File: src/hw/cjl_pkg.sv
package cjl_pkg;

  // ********************************
  // flags
  // ********************************
  localparam int NUM_FLAGS = 5;
  localparam int FLAG_C = 0;
  localparam int FLAG_Z = 1;
  localparam int FLAG_S = 2;
  localparam int FLAG_V = 3;
  localparam int FLAG_D = 4;
  localparam logic [NUM_FLAGS-1:0] RST_FLAGS = 5'h00;

  // ********************************
  // opcodes
  // ********************************
  localparam logic [7:0] OPC_CMP_R_R = 8'hA2, OPC_CMP_R_IND = 8'hA3, OPC_CMP_BR_BR = 8'hA4;
  localparam logic [7:0] OPC_CMP_BR_BIND = 8'hA5, OPC_CMP_BR_IMM = 8'hA6, OPC_CMP_BIND_IMM = 8'hA7;
  localparam logic [7:0] OPC_XCMP_EXT = 8'hA8, OPC_XCMP_IMM = 8'hA9, OPC_WORD_MOVE = 8'hE8;
  localparam logic [7:0] OPC_JUMP_ALWAYS = 8'h8B;
  localparam logic [3:0] NIB_JUMP = 4'hB, NIB_LOAD_IMM = 4'hC;
  localparam logic [7:0] OPC_LOAD_R_X = 8'hC7, OPC_LOAD_X_R = 8'hD7, OPC_LOAD_R_IND = 8'hE3;
  localparam logic [7:0] OPC_LOAD_BR_BR = 8'hE4, OPC_LOAD_BR_BIND = 8'hE5, OPC_LOAD_BR_IMM = 8'hE6;
  localparam logic [7:0] OPC_LOAD_BIND_IMM = 8'hE7, OPC_LOAD_IND_R = 8'hF3;
  localparam logic [7:0] OPC_LOAD_BIND_BR = 8'hF5;
  localparam logic [7:0] OPC_PMEM_RD = 8'hC2, OPC_PMEM_RD_IND = 8'hC5, OPC_PMEM_WR = 8'hD2;
  localparam logic [7:0] OPC_PMEM_BLK_RD = 8'hC3, OPC_PMEM_BLK_WR = 8'hD3;
  localparam logic [7:0] OPC_DMEM_RD = 8'h82, OPC_DMEM_WR = 8'h92;
  localparam logic [7:0] OPC_DMEM_BLK_RD = 8'h83, OPC_DMEM_BLK_WR = 8'h93;

  // ********************************
  // jump conditions
  // ********************************
  localparam logic [3:0] JC_F = 4'h0, JC_LT = 4'h1, JC_LE = 4'h2, JC_ULE = 4'h3;
  localparam logic [3:0] JC_OV = 4'h4, JC_MI = 4'h5, JC_EQ = 4'h6, JC_ULT = 4'h7;
  localparam logic [3:0] JC_T = 4'h8, JC_GE = 4'h9, JC_GT = 4'hA, JC_UGT = 4'hB;
  localparam logic [3:0] JC_NOV = 4'hC, JC_PL = 4'hD, JC_NE = 4'hE, JC_UGE = 4'hF;

  // ********************************
  // cycle counts and pointer step
  // ********************************
  localparam logic [2:0] FCH_2 = 3'h2, FCH_3 = 3'h3, FCH_4 = 3'h4, FCH_5 = 3'h5;
  localparam logic [3:0] CYC_1 = 4'h1, CYC_2 = 4'h2, CYC_3 = 4'h3, CYC_4 = 4'h4;
  localparam logic [3:0] CYC_5 = 4'h5, CYC_9 = 4'h9;
  localparam logic [7:0] PTR_STEP = 8'h01;

  // ********************************
  // types
  // ********************************
  typedef enum logic [1:0] {st_idle = 2'h1, st_run = 2'h2} cjl_fsm_t;

  typedef enum logic [11:0] {
    no_op = 12'h001, compare_op = 12'h002, compare_with_carry_op = 12'h004,
    ext_compare_with_carry_op = 12'h008, ext_compare_op = 12'h010,
    relative_jump_op = 12'h020, register_load_op = 12'h040, program_mem_load_op = 12'h080,
    program_mem_block_load_op = 12'h100, data_mem_load_op = 12'h200,
    data_mem_block_load_op = 12'h400, ext_word_load_op = 12'h800
  } cjl_class_t;

  typedef enum logic [9:0] {
    mode_none = 10'h001, wreg_mode = 10'h002, reg_mode = 10'h004,
    indirect_working_reg_mode = 10'h008, indirect_reg_mode = 10'h010,
    immediate_mode = 10'h020, extended_register_mode = 10'h040,
    indirect_pair_mode = 10'h080, indexed_mode = 10'h100, direct_target_mode = 10'h200
  } cjl_mode_t;

  typedef enum logic [4:0] {
    fa_func = 5'h01, fa_keep = 5'h02, fa_undef = 5'h04, fa_zero = 5'h08, fa_one = 5'h10
  } cjl_flag_act_t;

  typedef struct packed {
    cjl_class_t cls;
    cjl_mode_t dmode;
    cjl_mode_t smode;
    logic [2:0] fetch;
    logic [3:0] exec;
    cjl_flag_act_t [NUM_FLAGS-1:0] fact;
    logic legal;
  } cjl_dec_t;

  localparam cjl_flag_act_t [NUM_FLAGS-1:0] KEEP_FLAG_ACT = '{default: fa_keep};
  localparam cjl_flag_act_t [NUM_FLAGS-1:0] CMP_FLAG_ACT =
    '{fa_keep, fa_func, fa_func, fa_func, fa_func};

  localparam cjl_dec_t DEC_RST = '{cls: no_op, dmode: mode_none, smode: mode_none,
    fetch: 3'h0, exec: 4'h0, fact: KEEP_FLAG_ACT, legal: 1'b0};

  typedef struct packed {
    cjl_fsm_t fsm;
    logic [3:0] cnt;
    cjl_dec_t dec;
    logic [7:0] opc;
    logic [15:0] dval;
    logic [15:0] sval;
    logic [7:0] disp;
    logic [15:0] pc;
    logic [7:0] preg;
    logic [15:0] pmem;
    logic [7:0] rdat;
    logic rd_wait;
    logic [NUM_FLAGS-1:0] flags;
    logic done;
    logic illegal;
    logic pc_load;
    logic [15:0] pc_out;
    logic wr_en;
    logic wr_word;
    logic [15:0] wr_data;
    logic mem_rd;
    logic mem_wr;
    logic prog;
    logic [15:0] maddr;
    logic [7:0] mwdata;
    logic ptr_upd;
    logic [7:0] preg_out;
    logic [15:0] pmem_out;
  } cjl_state_t;

  localparam cjl_state_t STATE_RST = '{fsm: st_idle, dec: DEC_RST, flags: RST_FLAGS,
    default: '0};

endpackage

File: src/hw/cjl_alu_if.sv
`timescale 1ns/100ps
interface cjl_alu_if;
  logic [7:0] dst;
  logic [7:0] src;
  logic cin;
  logic use_carry;
  logic c;
  logic z;
  logic s;
  logic v;
  modport alu (input dst, input src, input cin, input use_carry,
    output c, output z, output s, output v);
  modport user (output dst, output src, output cin, output use_carry,
    input c, input z, input s, input v);
endinterface

File: src/hw/cjl_flag_alu.sv
`timescale 1ns/100ps
module cjl_flag_alu (
  cjl_alu_if.alu bus
);
  import cjl_pkg::*;

  // ********************************
  // subtract for flags only
  // ********************************
  logic [8:0] diff;
  logic borrow_in;

  assign borrow_in = bus.cin & bus.use_carry;
  assign diff = {1'b0, bus.dst} - {1'b0, bus.src} - {8'h00, borrow_in};
  assign bus.c = diff[8];
  assign bus.z = (diff[7:0] == 8'h00);
  assign bus.s = diff[7];
  assign bus.v = (bus.dst[7] ^ bus.src[7]) & (bus.dst[7] ^ diff[7]);

endmodule

File: src/hw/cjl_decode_exec.sv
`timescale 1ns/100ps
// Function
// RULE_01: opcodes A2 to A7 compare source against destination and set carry, zero, sign, overflow.
// RULE_02: with the extension prefix A2 to A7 compare with borrow, decimal flag kept.
// RULE_03: prefixed A8 and A9 are extended compare with carry, five fetch and three exec cycles.
// RULE_04: A8 and A9 are extended compare, four fetch and three exec cycles, compare flags.
// RULE_05: each flag is taken from the result, kept, left undefined, cleared or set per opcode.
// RULE_06: 8B adds the signed displacement to the program counter, two and two cycles, no flags.
// RULE_07: x B opcodes jump only when the encoded condition holds, two and two cycles, no flags.
// RULE_08: x C loads an immediate into a working register and register loads touch no flag.
// RULE_09: C2 and D2 move program memory in five exec cycles, C5 takes nine.
// RULE_10: C3 and D3 take nine exec cycles and step both pointers by one.
// RULE_11: 82 and 92 move data memory in two fetch and five exec cycles, no flags.
// RULE_12: 83 and 93 take nine exec cycles and step both pointers afterwards.
// RULE_13: prefixed E8 moves a word between extended registers, five fetch, four exec, no flags.
// RULE_14: compares write no operand, only the flags change.
module cjl_decode_exec (
  input wire logic clk,
  input wire logic rstn,
  input wire logic op_valid,
  output logic op_ready,
  input wire logic op_prefix,
  input wire logic [7:0] opcode,
  input wire logic [15:0] dst_val,
  input wire logic [15:0] src_val,
  input wire logic [7:0] disp,
  input wire logic [15:0] pc_in,
  input wire logic [7:0] ptr_reg_in,
  input wire logic [15:0] ptr_mem_in,
  input wire logic [7:0] mem_rdata,
  output cjl_pkg::cjl_class_t op_class,
  output cjl_pkg::cjl_mode_t dst_mode,
  output cjl_pkg::cjl_mode_t src_mode,
  output logic [2:0] fetch_cycles,
  output logic [3:0] exec_cycles,
  output logic illegal,
  output logic done,
  output logic [cjl_pkg::NUM_FLAGS-1:0] flags,
  output logic pc_load,
  output logic [15:0] pc_out,
  output logic wr_en,
  output logic wr_word,
  output logic [15:0] wr_data,
  output logic mem_rd,
  output logic mem_wr,
  output logic prog_space,
  output logic [15:0] mem_addr,
  output logic [7:0] mem_wdata,
  output logic ptr_upd,
  output logic [7:0] ptr_reg_out,
  output logic [15:0] ptr_mem_out
);
  import cjl_pkg::*;

  // ********************************
  // decode
  // ********************************
  function automatic cjl_dec_t mk(input cjl_class_t c, input cjl_mode_t dm, input cjl_mode_t sm,
    input logic [2:0] f, input logic [3:0] e);
    cjl_dec_t d;
    d = DEC_RST;
    d.cls = c;
    d.dmode = dm;
    d.smode = sm;
    d.fetch = f;
    d.exec = e;
    d.legal = 1'b1;
    return d;
  endfunction

  function automatic cjl_dec_t decode_op(input logic pfx, input logic [7:0] op);
    cjl_dec_t d;
    d = DEC_RST;
    if (op >= OPC_CMP_R_R && op <= OPC_XCMP_IMM) begin
      unique case (op)
        OPC_CMP_R_R: d = mk(compare_op, wreg_mode, wreg_mode, FCH_2, CYC_3); // RULE_01
        OPC_CMP_R_IND: d = mk(compare_op, wreg_mode, indirect_working_reg_mode, FCH_2, CYC_3);
        OPC_CMP_BR_BR: d = mk(compare_op, reg_mode, reg_mode, FCH_3, CYC_3);
        OPC_CMP_BR_BIND: d = mk(compare_op, reg_mode, indirect_reg_mode, FCH_3, CYC_3);
        OPC_CMP_BR_IMM: d = mk(compare_op, reg_mode, immediate_mode, FCH_3, CYC_3);
        OPC_CMP_BIND_IMM: d = mk(compare_op, indirect_reg_mode, immediate_mode, FCH_3, CYC_3);
        OPC_XCMP_EXT: d = mk(ext_compare_op, extended_register_mode, extended_register_mode,
          FCH_4, CYC_3); // RULE_04
        OPC_XCMP_IMM: d = mk(ext_compare_op, extended_register_mode, immediate_mode,
          FCH_4, CYC_3); // RULE_04
        default: d = DEC_RST;
      endcase
      d.fact = CMP_FLAG_ACT; // RULE_05
      if (pfx) begin
        d.fetch = d.fetch + {2'b00, pfx}; // RULE_03
        d.cls = (op >= OPC_XCMP_EXT) ? ext_compare_with_carry_op : compare_with_carry_op; // RULE_02
      end
    end else if (pfx) begin
      if (op == OPC_WORD_MOVE) begin
        d = mk(ext_word_load_op, extended_register_mode, extended_register_mode,
          FCH_5, CYC_4); // RULE_13
      end
    end else if (op[3:0] == NIB_JUMP) begin
      d = mk(relative_jump_op, direct_target_mode, mode_none, FCH_2, CYC_2); // RULE_07
    end else if (op[3:0] == NIB_LOAD_IMM) begin
      d = mk(register_load_op, wreg_mode, immediate_mode, FCH_2, CYC_2); // RULE_08
    end else begin
      unique case (op)
        OPC_LOAD_R_X: d = mk(register_load_op, wreg_mode, indexed_mode, FCH_3, CYC_3);
        OPC_LOAD_X_R: d = mk(register_load_op, indexed_mode, wreg_mode, FCH_3, CYC_4);
        OPC_LOAD_R_IND: d = mk(register_load_op, wreg_mode, indirect_working_reg_mode,
          FCH_2, CYC_3);
        OPC_LOAD_BR_BR: d = mk(register_load_op, reg_mode, reg_mode, FCH_3, CYC_2);
        OPC_LOAD_BR_BIND: d = mk(register_load_op, reg_mode, indirect_reg_mode, FCH_3, CYC_4);
        OPC_LOAD_BR_IMM: d = mk(register_load_op, reg_mode, immediate_mode, FCH_3, CYC_2);
        OPC_LOAD_BIND_IMM: d = mk(register_load_op, indirect_reg_mode, immediate_mode,
          FCH_3, CYC_3);
        OPC_LOAD_IND_R: d = mk(register_load_op, indirect_working_reg_mode, wreg_mode,
          FCH_2, CYC_3);
        OPC_LOAD_BIND_BR: d = mk(register_load_op, indirect_reg_mode, reg_mode, FCH_3, CYC_3);
        OPC_PMEM_RD: d = mk(program_mem_load_op, wreg_mode, indirect_pair_mode, FCH_2, CYC_5);
        OPC_PMEM_RD_IND: d = mk(program_mem_load_op, indirect_working_reg_mode,
          indirect_pair_mode, FCH_2, CYC_9); // RULE_09
        OPC_PMEM_WR: d = mk(program_mem_load_op, indirect_pair_mode, wreg_mode, FCH_2, CYC_5);
        OPC_PMEM_BLK_RD: d = mk(program_mem_block_load_op, indirect_working_reg_mode,
          indirect_pair_mode, FCH_2, CYC_9); // RULE_10
        OPC_PMEM_BLK_WR: d = mk(program_mem_block_load_op, indirect_pair_mode,
          indirect_working_reg_mode, FCH_2, CYC_9);
        OPC_DMEM_RD: d = mk(data_mem_load_op, wreg_mode, indirect_pair_mode, FCH_2, CYC_5);
        OPC_DMEM_WR: d = mk(data_mem_load_op, indirect_pair_mode, wreg_mode, FCH_2, CYC_5);
        OPC_DMEM_BLK_RD: d = mk(data_mem_block_load_op, indirect_working_reg_mode,
          indirect_pair_mode, FCH_2, CYC_9); // RULE_12
        OPC_DMEM_BLK_WR: d = mk(data_mem_block_load_op, indirect_pair_mode,
          indirect_working_reg_mode, FCH_2, CYC_9);
        default: d = DEC_RST;
      endcase
    end
    return d;
  endfunction

  function automatic logic cond_true(input logic [3:0] jc, input logic [NUM_FLAGS-1:0] f);
    logic c;
    logic z;
    logic s;
    logic v;
    logic r;
    c = f[FLAG_C];
    z = f[FLAG_Z];
    s = f[FLAG_S];
    v = f[FLAG_V];
    unique case (jc)
      JC_F: r = 1'b0;
      JC_LT: r = s ^ v;
      JC_LE: r = z | (s ^ v);
      JC_ULE: r = c | z;
      JC_OV: r = v;
      JC_MI: r = s;
      JC_EQ: r = z;
      JC_ULT: r = c;
      JC_T: r = 1'b1;
      JC_GE: r = ~(s ^ v);
      JC_GT: r = ~(z | (s ^ v));
      JC_UGT: r = ~(c | z);
      JC_NOV: r = ~v;
      JC_PL: r = ~s;
      JC_NE: r = ~z;
      JC_UGE: r = ~c;
    endcase
    return r;
  endfunction

  // ********************************
  // state and flag logic
  // ********************************
  cjl_state_t st_reg;
  cjl_state_t st_next;
  cjl_dec_t cur_dec;
  logic accept;
  logic is_cmp;
  logic is_rd;
  logic is_wr;
  logic [NUM_FLAGS-1:0] flag_func;
  logic [NUM_FLAGS-1:0] flag_new;
  cjl_alu_if alu_bus();

  cjl_flag_alu u_alu (
    .bus(alu_bus.alu)
  );

  assign alu_bus.dst = st_reg.dval[7:0];
  assign alu_bus.src = st_reg.sval[7:0];
  assign alu_bus.cin = st_reg.flags[FLAG_C];
  assign alu_bus.use_carry = (st_reg.dec.cls == compare_with_carry_op) ||
    (st_reg.dec.cls == ext_compare_with_carry_op); // RULE_02
  assign flag_func[FLAG_C] = alu_bus.c;
  assign flag_func[FLAG_Z] = alu_bus.z;
  assign flag_func[FLAG_S] = alu_bus.s;
  assign flag_func[FLAG_V] = alu_bus.v;
  assign flag_func[FLAG_D] = st_reg.flags[FLAG_D];

  for (genvar i = 0; i < NUM_FLAGS; i++) begin : g_flag
    assign flag_new[i] = (st_reg.dec.fact[i] == fa_func) ? flag_func[i] :
      (st_reg.dec.fact[i] == fa_zero) ? 1'b0 :
      (st_reg.dec.fact[i] == fa_one) ? 1'b1 : st_reg.flags[i]; // RULE_05
  end

  assign cur_dec = decode_op(op_prefix, opcode);
  assign op_ready = (st_reg.fsm == st_idle);
  assign accept = op_valid && op_ready;
  assign is_cmp = (cur_dec.cls == compare_op) || (cur_dec.cls == compare_with_carry_op) ||
    (cur_dec.cls == ext_compare_op) || (cur_dec.cls == ext_compare_with_carry_op);
  assign is_rd = !op_prefix && ((opcode == OPC_PMEM_RD) || (opcode == OPC_PMEM_RD_IND) ||
    (opcode == OPC_PMEM_BLK_RD) || (opcode == OPC_DMEM_RD) || (opcode == OPC_DMEM_BLK_RD));
  assign is_wr = !op_prefix && ((opcode == OPC_PMEM_WR) || (opcode == OPC_PMEM_BLK_WR) ||
    (opcode == OPC_DMEM_WR) || (opcode == OPC_DMEM_BLK_WR));

  always_comb begin
    st_next = st_reg;
    st_next.done = 1'b0;
    st_next.illegal = 1'b0;
    st_next.pc_load = 1'b0;
    st_next.wr_en = 1'b0;
    st_next.wr_word = 1'b0;
    st_next.mem_rd = 1'b0;
    st_next.mem_wr = 1'b0;
    st_next.ptr_upd = 1'b0;
    st_next.rd_wait = st_reg.mem_rd;
    if (st_reg.rd_wait) begin
      st_next.rdat = mem_rdata;
    end
    unique case (st_reg.fsm)
      st_idle: begin
        if (op_valid) begin
          st_next.dec = cur_dec;
          st_next.opc = opcode;
          st_next.dval = dst_val;
          st_next.sval = src_val;
          st_next.disp = disp;
          st_next.pc = pc_in;
          st_next.preg = ptr_reg_in;
          st_next.pmem = ptr_mem_in;
          if (!cur_dec.legal) begin
            st_next.done = 1'b1;
            st_next.illegal = 1'b1;
          end else begin
            st_next.fsm = st_run;
            st_next.cnt = cur_dec.exec - CYC_1;
            st_next.maddr = ptr_mem_in;
            st_next.prog = (cur_dec.cls == program_mem_load_op) ||
              (cur_dec.cls == program_mem_block_load_op);
            st_next.mem_rd = is_rd; // RULE_09
            st_next.mem_wr = is_wr; // RULE_11
            st_next.mwdata = src_val[7:0];
          end
        end
      end
      st_run: begin
        if (st_reg.cnt != 4'h0) begin
          st_next.cnt = st_reg.cnt - CYC_1;
        end else begin
          st_next.fsm = st_idle;
          st_next.done = 1'b1;
          st_next.flags = flag_new; // RULE_05
          unique case (st_reg.dec.cls)
            relative_jump_op: begin
              st_next.pc_out = st_reg.pc + {{8{st_reg.disp[7]}}, st_reg.disp}; // RULE_06
              st_next.pc_load = cond_true(st_reg.opc[7:4], st_reg.flags); // RULE_07
            end
            register_load_op: begin
              st_next.wr_en = 1'b1; // RULE_08
              st_next.wr_data = st_reg.sval;
            end
            ext_word_load_op: begin
              st_next.wr_en = 1'b1; // RULE_13
              st_next.wr_word = 1'b1;
              st_next.wr_data = st_reg.sval;
            end
            program_mem_load_op, data_mem_load_op,
            program_mem_block_load_op, data_mem_block_load_op: begin
              st_next.wr_en = st_reg.dec.smode == indirect_pair_mode; // RULE_11
              st_next.wr_data = {8'h00, st_reg.rdat};
              if (st_reg.dec.cls == program_mem_block_load_op ||
                  st_reg.dec.cls == data_mem_block_load_op) begin
                st_next.ptr_upd = 1'b1; // RULE_10
                st_next.preg_out = st_reg.preg + PTR_STEP; // RULE_12
                st_next.pmem_out = st_reg.pmem + {8'h00, PTR_STEP}; // RULE_12
              end
            end
            default: st_next.wr_en = 1'b0; // RULE_14
          endcase
        end
      end
    endcase
  end

  always_ff @(posedge clk) begin
    if (!rstn) begin
      st_reg <= STATE_RST;
    end else begin
      st_reg <= st_next;
    end
  end

  assign op_class = st_reg.dec.cls;
  assign dst_mode = st_reg.dec.dmode;
  assign src_mode = st_reg.dec.smode;
  assign fetch_cycles = st_reg.dec.fetch;
  assign exec_cycles = st_reg.dec.exec;
  assign illegal = st_reg.illegal;
  assign done = st_reg.done;
  assign flags = st_reg.flags;
  assign pc_load = st_reg.pc_load;
  assign pc_out = st_reg.pc_out;
  assign wr_en = st_reg.wr_en;
  assign wr_word = st_reg.wr_word;
  assign wr_data = st_reg.wr_data;
  assign mem_rd = st_reg.mem_rd;
  assign mem_wr = st_reg.mem_wr;
  assign prog_space = st_reg.prog;
  assign mem_addr = st_reg.maddr;
  assign mem_wdata = st_reg.mwdata;
  assign ptr_upd = st_reg.ptr_upd;
  assign ptr_reg_out = st_reg.preg_out;
  assign ptr_mem_out = st_reg.pmem_out;

  // ********************************
  // checks
  // ********************************
  cmp_equal_zero_a: assert property (@(posedge clk) disable iff (!rstn) // RULE_01
    accept && cur_dec.cls == compare_op && dst_val[7:0] == src_val[7:0] |->
    ##4 (done && flags[FLAG_Z] && !flags[FLAG_C]))
    else $error("equal compare did not set zero");
  cpc_borrow_a: assert property (@(posedge clk) disable iff (!rstn) // RULE_02
    accept && cur_dec.cls == compare_with_carry_op && dst_val[7:0] == src_val[7:0] &&
    flags[FLAG_C] |-> ##4 (done && flags[FLAG_C] && flags[FLAG_S]))
    else $error("compare with carry ignored carry");
  xcpc_timing_a: assert property (@(posedge clk) disable iff (!rstn) // RULE_03
    accept && op_prefix && (opcode == OPC_XCMP_EXT || opcode == OPC_XCMP_IMM) |->
    ##1 (fetch_cycles == FCH_5 && exec_cycles == CYC_3) ##3 done)
    else $error("extended compare with carry timing wrong");
  xcmp_timing_a: assert property (@(posedge clk) disable iff (!rstn) // RULE_04
    accept && !op_prefix && (opcode == OPC_XCMP_EXT || opcode == OPC_XCMP_IMM) |->
    ##1 (fetch_cycles == FCH_4 && op_class == ext_compare_op) ##3 done)
    else $error("extended compare timing wrong");
  decimal_kept_a: assert property (@(posedge clk) disable iff (!rstn) // RULE_05
    accept && is_cmp |-> ##4 (flags[FLAG_D] == $past(flags[FLAG_D], 4)))
    else $error("compare changed decimal flag");
  jump_taken_a: assert property (@(posedge clk) disable iff (!rstn) // RULE_06
    accept && !op_prefix && opcode == OPC_JUMP_ALWAYS |->
    ##3 (done && pc_load && pc_out == $past(pc_in, 3) + {{8{$past(disp[7], 3)}}, $past(disp, 3)}))
    else $error("unconditional jump target wrong");
  jump_never_a: assert property (@(posedge clk) disable iff (!rstn) // RULE_07
    accept && !op_prefix && opcode == {JC_F, NIB_JUMP} |-> ##3 (done && !pc_load))
    else $error("never condition jumped");
  load_flags_kept_a: assert property (@(posedge clk) disable iff (!rstn) // RULE_08
    done && !illegal && st_reg.dec.fact == KEEP_FLAG_ACT |-> flags == $past(flags))
    else $error("flags changed by non-compare");
  pmem_ind_time_a: assert property (@(posedge clk) disable iff (!rstn) // RULE_09
    accept && !op_prefix && opcode == OPC_PMEM_RD_IND |-> ##1 !done [*8] ##2 (done && wr_en))
    else $error("indirect program load timing wrong");
  pblk_ptr_step_a: assert property (@(posedge clk) disable iff (!rstn) // RULE_10
    accept && cur_dec.cls == program_mem_block_load_op |->
    ##10 (ptr_upd && ptr_mem_out == $past(ptr_mem_in, 10) + {8'h00, PTR_STEP}))
    else $error("program block pointer not stepped");
  dmem_time_a: assert property (@(posedge clk) disable iff (!rstn) // RULE_11
    accept && cur_dec.cls == data_mem_load_op |-> ##6 (done && flags == $past(flags, 6)))
    else $error("data load timing wrong");
  dblk_ptr_step_a: assert property (@(posedge clk) disable iff (!rstn) // RULE_12
    accept && cur_dec.cls == data_mem_block_load_op |->
    ##10 (ptr_upd && ptr_reg_out == $past(ptr_reg_in, 10) + PTR_STEP))
    else $error("data block pointer not stepped");
  word_load_a: assert property (@(posedge clk) disable iff (!rstn) // RULE_13
    accept && op_prefix && opcode == OPC_WORD_MOVE |->
    ##1 (fetch_cycles == FCH_5) ##4 (done && wr_en && wr_word && wr_data == $past(src_val, 5)))
    else $error("word load wrong");
  cmp_no_write_a: assert property (@(posedge clk) disable iff (!rstn) // RULE_14
    accept && is_cmp |-> ##1 (!wr_en && !mem_wr) [*4])
    else $error("compare wrote an operand");

endmodule

File: config.mk
export PLATFORM = sky130hd
export DESIGN_NAME = cjl_decode_exec
export DESIGN_NICKNAME = d
export VERILOG_FILES = /design/src/hw/cjl_pkg.sv /design/src/hw/cjl_alu_if.sv /design/src/hw/cjl_flag_alu.sv /design/src/hw/cjl_decode_exec.sv
export SDC_FILE = /design/constraint.sdc
export NUM_CORES = 1
export LEC_CHECK = 0
export BUFFER_PORTS_ARGS = -buffer_cell sky130_fd_sc_hd__buf_2
export CORE_UTILIZATION = 55
export CTS_CLUSTER_SIZE = 10
export DETAILED_ROUTE_END_ITERATION = 10
export PLACE_DENSITY = 0.8
export SYNTH_ARGS = -nofsm -noshare
export SYNTH_HDL_FRONTEND = slang
export SYNTH_SLANG_ARGS = --single-unit
File: constraint.sdc
create_clock -name clk -period 3.6 [get_ports clk]
set_input_delay 0.18 -clock clk [delete_from_list [all_inputs] [get_ports clk]]
set_output_delay 0.18 -clock clk [all_outputs]
set_load 0.005 [all_outputs]
==> impl_results.html <==
<table>
<tr><th>Metric</th><th>Value</th></tr>
<tr><th colspan="2">Clock tree</th></tr>
<tr><td>CTS tree</td><td>yes</td></tr>
<tr><td>Clock slew at reported path FFs</td><td>0.06 ns</td></tr>
<tr><td>Number of sinks driven by the clock tree</td><td>222</td></tr>
<tr><td>Maximum clock path buffer count</td><td>3</td></tr>
<tr><td>Clock root buffer</td><td>sky130_fd_sc_hd__clkbuf_16</td></tr>
<tr><td>Number of buffers created by CTS</td><td>26</td></tr>
<tr><td>H-tree depth</td><td>1</td></tr>
<tr><td>Later-pin clock latency in the skew report</td><td>0.53 ns</td></tr>
<tr><th colspan="2">Critical path</th></tr>
<tr><td>Startpoint Class</td><td>flip-flop</td></tr>
<tr><td>Endpoint kind of the worst setup timing path</td><td>flip-flop</td></tr>
<tr><td>Data required time of the critical path</td><td>4.00 ns</td></tr>
<tr><td>Worst EP arrival</td><td>3.93 ns</td></tr>
<tr><td>Class of the most critical setup path</td><td>reg -&gt; reg</td></tr>
<tr><td>Highest net fanout along the worst path</td><td>3</td></tr>
<tr><th colspan="2">Synth</th></tr>
<tr><td>Cell variety after synth</td><td>80</td></tr>
<tr><td>Portion of synthesized cell area occupied by the leading cell type</td><td>0.392</td></tr>
<tr><td>Syn Std Cell Area</td><td>0.0113 mm^2</td></tr>
<tr><td>Number of synthesized flops with an enable pin</td><td>0</td></tr>
<tr><td>Total of warnings raised by yosys</td><td>0</td></tr>
<tr><td>Number of standard cells after synthesis</td><td>1,415</td></tr>
<tr><td>Most used DFF post-synth</td><td>sky130_fd_sc_hd__dfxtp_1</td></tr>
<tr><td>Cell taking the most area after synthesis</td><td>sky130_fd_sc_hd__dfxtp_1</td></tr>
<tr><td>Post-synthesis sequential area ratio</td><td>0.392</td></tr>
<tr><td>Top cells by count, synth</td><td>279 x sky130_fd_sc_hd__nand2_1, 222 x sky130_fd_sc_hd__dfxtp_1, 155 x sky130_fd_sc_hd__a21oi_1</td></tr>
<tr><td>Synth top area cells</td><td>sky130_fd_sc_hd__dfxtp_1 39%, sky130_fd_sc_hd__nand2_1 9.2%, sky130_fd_sc_hd__buf_4 8.3%</td></tr>
<tr><td>Cell with the most instances after synthesis</td><td>sky130_fd_sc_hd__nand2_1</td></tr>
<tr><td>Mean cell area of the mapped netlist</td><td>8.02 um^2</td></tr>
<tr><td>Ys async rst share</td><td>0</td></tr>
<tr><td>Count of state elements after synthesis</td><td>222</td></tr>
<tr><th colspan="2">Routing</th></tr>
<tr><td>Detailed Route Iter0 Violations</td><td>821</td></tr>
<tr><td>Via count</td><td>10,500</td></tr>
<tr><td>DRC violation count after routing</td><td>0</td></tr>
<tr><td>Antenna Nets Post-Route</td><td>0</td></tr>
<tr><td>Post-detailed-route wirelength per cell</td><td>17.3 um</td></tr>
<tr><td>Number of detailed-route iterations in the first pass</td><td>5</td></tr>
<tr><td>Vias per Instance</td><td>5.69</td></tr>
<tr><td>WL final</td><td>32,000 um</td></tr>
<tr><th colspan="2">Global routing</th></tr>
<tr><td>Via count of the first global-routing pass</td><td>9,958</td></tr>
<tr><td>Pin count of the biggest net entering global routing</td><td>95</td></tr>
<tr><td>Number of antenna violations at the first check in global routing</td><td>0</td></tr>
<tr><td>Sum of overflow across all layers after global routing</td><td>0</td></tr>
<tr><td>First-pass GRT wire length</td><td>50,400 um</td></tr>
<tr><td>Total GRT Usage</td><td>0.292</td></tr>
<tr><th colspan="2">Layout</th></tr>
<tr><td>Area Overhead vs Synth</td><td>17.9%</td></tr>
<tr><td>Number of filler cells placed in the layout</td><td>1,643</td></tr>
<tr><td>Fraction of layout instances using a drive strength above 1</td><td>0.195</td></tr>
<tr><td>Number of inserted diodes</td><td>0</td></tr>
<tr><td>Max reg flops</td><td>77</td></tr>
<tr><td>Final-stage net count</td><td>1,712</td></tr>
<tr><th colspan="2">Die</th></tr>
<tr><td>I/O pin cnt</td><td>234</td></tr>
<tr><td>Initial cell density of the core</td><td>0.561</td></tr>
<tr><td>Row Count</td><td>52</td></tr>
<tr><td>Horizontal extent of the die</td><td>146 um</td></tr>
<tr><td>Area of the core</td><td>0.0202 mm^2</td></tr>
<tr><td>Height of the die</td><td>146 um</td></tr>
<tr><td>DIE AREA</td><td>0.0212 mm^2</td></tr>
<tr><th colspan="2">Timing</th></tr>
<tr><td>F_max</td><td>283 MHz</td></tr>
<tr><td>Unrepaired setup endpoints after global routing</td><td>true</td></tr>
<tr><td>Final Cycle Share</td><td>0.980</td></tr>
<tr><td>Worst-case setup margin in the final layout</td><td>0.0711 ns</td></tr>
<tr><td>Max-slew violation count</td><td>0</td></tr>
<tr><td>Setup-failing EPs final</td><td>0</td></tr>
<tr><td>Slew @ Worst Pin</td><td>1.27 ns</td></tr>
<tr><td>Minimum clock period after layout</td><td>3.53 ns</td></tr>
<tr><td>Hold WS</td><td>0.0428 ns</td></tr>
<tr><td>Number of failing hold endpoints at the final stage</td><td>0</td></tr>
<tr><td>Max_slew headroom</td><td>0.151</td></tr>
<tr><td>Post-route clock skew</td><td>0.0180 ns</td></tr>
<tr><th colspan="2">Place</th></tr>
<tr><td>Half-perimeter wire length after detailed placement</td><td>20,400 um</td></tr>
<tr><td>Final weighted congestion in routability-driven placement</td><td>0.940</td></tr>
<tr><td>Number of buffers added on ports</td><td>222</td></tr>
<tr><td>Post-placement worst setup slack</td><td>-0.0725 ns</td></tr>
<tr><th colspan="2">Power</th></tr>
<tr><td>Cell leakage power</td><td>5.72 nW</td></tr>
<tr><td>Total Power</td><td>0.00577 W</td></tr>
<tr><td>Areal power density over the cells</td><td>432 mW/mm^2</td></tr>
<tr><td>Worst IR drop on VDD</td><td>0.000413 V</td></tr>
<tr><th colspan="2">Run status</th></tr>
<tr><td>Status</td><td>complete, no violations</td></tr>
<tr><th colspan="2">Min path</th></tr>
<tr><td>Worst Hold Class</td><td>in -&gt; reg</td></tr>
<tr><th colspan="2">Job</th></tr>
<tr><td># Max-Cap Violations</td><td>0</td></tr>
</table>
## layout make-up
class / count / area, um^2 / area share
Timing Repair Buffer: 334 / 2170 / 0.162
Tap cell: 270 / 338 / 0.0253
Clock inverter: 2 / 23.8 / 0.00178
Sequential cell: 222 / 4450 / 0.332
Inverter: 42 / 163 / 0.0122
Clock buffer: 29 / 662 / 0.0495
Multi-Input combinational cell: 948 / 5580 / 0.417
## kinds of logic (layout without fill, tap and decap cells)
| kind of cell | count (synthesis) | after routing | share of synthesized area |
|---|---|---|---|
| other cells | 1 | 3 | 0.000331 |
| fa+ha+maj | 38 | 38 | 0.0439 |
| xor+xnor | 43 | 43 | 0.0332 |
| simple gates | 530 | 530 | 0.215 |
| buf+inv | 247 | 407 | 0.125 |
| compound gates | 316 | 316 | 0.173 |
| flops | 222 | 222 | 0.392 |
| mux | 18 | 18 | 0.0170 |
## path summary, 6_finish.rpt
| path | startpoint | endpoint | slack, ns | cells after the start |
|---|---|---|---|---|
| setup reg to reg | op_class[7]$_SDFFE_PN0P_ | flags[0]$_SDFFE_PN0P_ | 0.07 | 14 |
| hold reg to reg | wr_data[15]$_SDFFE_PN0P_ | wr_data[15]$_SDFFE_PN0P_ | 0.45 | 2 |
| hold / removal | opcode[7] | st_reg[190]$_SDFFE_PN0P_ | 0.04 | 3 |
| setup / recovery | op_class[7]$_SDFFE_PN0P_ | flags[0]$_SDFFE_PN0P_ | 0.07 | 14 |
## critical path, stage by stage, from the launching register on
cell,delay (ns)
sky130_fd_sc_hd__dfxtp_2,0.33
sky130_fd_sc_hd__nor4_4,0.33
sky130_fd_sc_hd__and2_4,0.22
sky130_fd_sc_hd__nand4_1,0.18
sky130_fd_sc_hd__fa_1,0.61
sky130_fd_sc_hd__ha_1,0.23
sky130_fd_sc_hd__nor2_4,0.05
sky130_fd_sc_hd__fa_2,0.36
sky130_fd_sc_hd__a21boi_1,0.20
sky130_fd_sc_hd__o21ai_1,0.11
sky130_fd_sc_hd__a21oi_2,0.17
sky130_fd_sc_hd__o21a_1,0.15
sky130_fd_sc_hd__o21a_1,0.13
sky130_fd_sc_hd__nor3_1,0.05
sky130_fd_sc_hd__o311a_1,0.28
## power by group
| part | switching [W] | total, W | leakage, nW | internal, W |
|---|---|---|---|---|
| clock network | 0.000965 | 0.00225 | 0.331 | 0.00128 |
| logic | 0.000521 | 0.000887 | 3.59 | 0.000366 |
| registers | 0.0000793 | 0.00264 | 1.81 | 0.00256 |
## metrics by stage
step                      setup TNS, ns  area (um^2)  std cells  utilization
after floorplan                       0        11400       1417            -
after global placement                0        11800       1733        0.584
after detailed placement        -0.0725        11800       1733        0.584
after CTS                             0        13300       1845        0.658
after global routing            -0.0288        13400       1847        0.661
final                                 0        13400       1847        0.661
## metal layers
metal | vias up | part of all wire | global-route usage
met1 | 4882 | 0.40 | 0.363
li1 | 5045 | - | -
met3 | 87 | 0.082 | 0.0549
met5 | - | 0 | 0
met2 | 487 | 0.49 | 0.503
met4 | 0 | 0.029 | 0.104
## layout by cell type, fill, tap and decap left out, types with 27 or more instances in the layout
cell / n
sky130_fd_sc_hd__a21oi_1: 153
sky130_fd_sc_hd__buf_2: 222
sky130_fd_sc_hd__buf_4: 30
sky130_fd_sc_hd__dfxtp_1: 221
sky130_fd_sc_hd__dlygate4sd3_1: 81
sky130_fd_sc_hd__ha_1: 34
sky130_fd_sc_hd__inv_1: 40
sky130_fd_sc_hd__nand2_1: 278
sky130_fd_sc_hd__nand3_1: 35
sky130_fd_sc_hd__nor2_1: 81
sky130_fd_sc_hd__nor3_1: 27
sky130_fd_sc_hd__o21ai_0: 38
## what timing repair did
action | CTS | global route
cloned | 0 | 0
setup endpoints to repair | 2 | 4
resized for setup | 2 | 13
pin swaps | 0 | 7
endpoints found under the hold margin | 105 | 0
setup buffers | 0 | 2
hold buffers | 81 | 0
No activity file was read; power rests on OpenSTA's default activity.
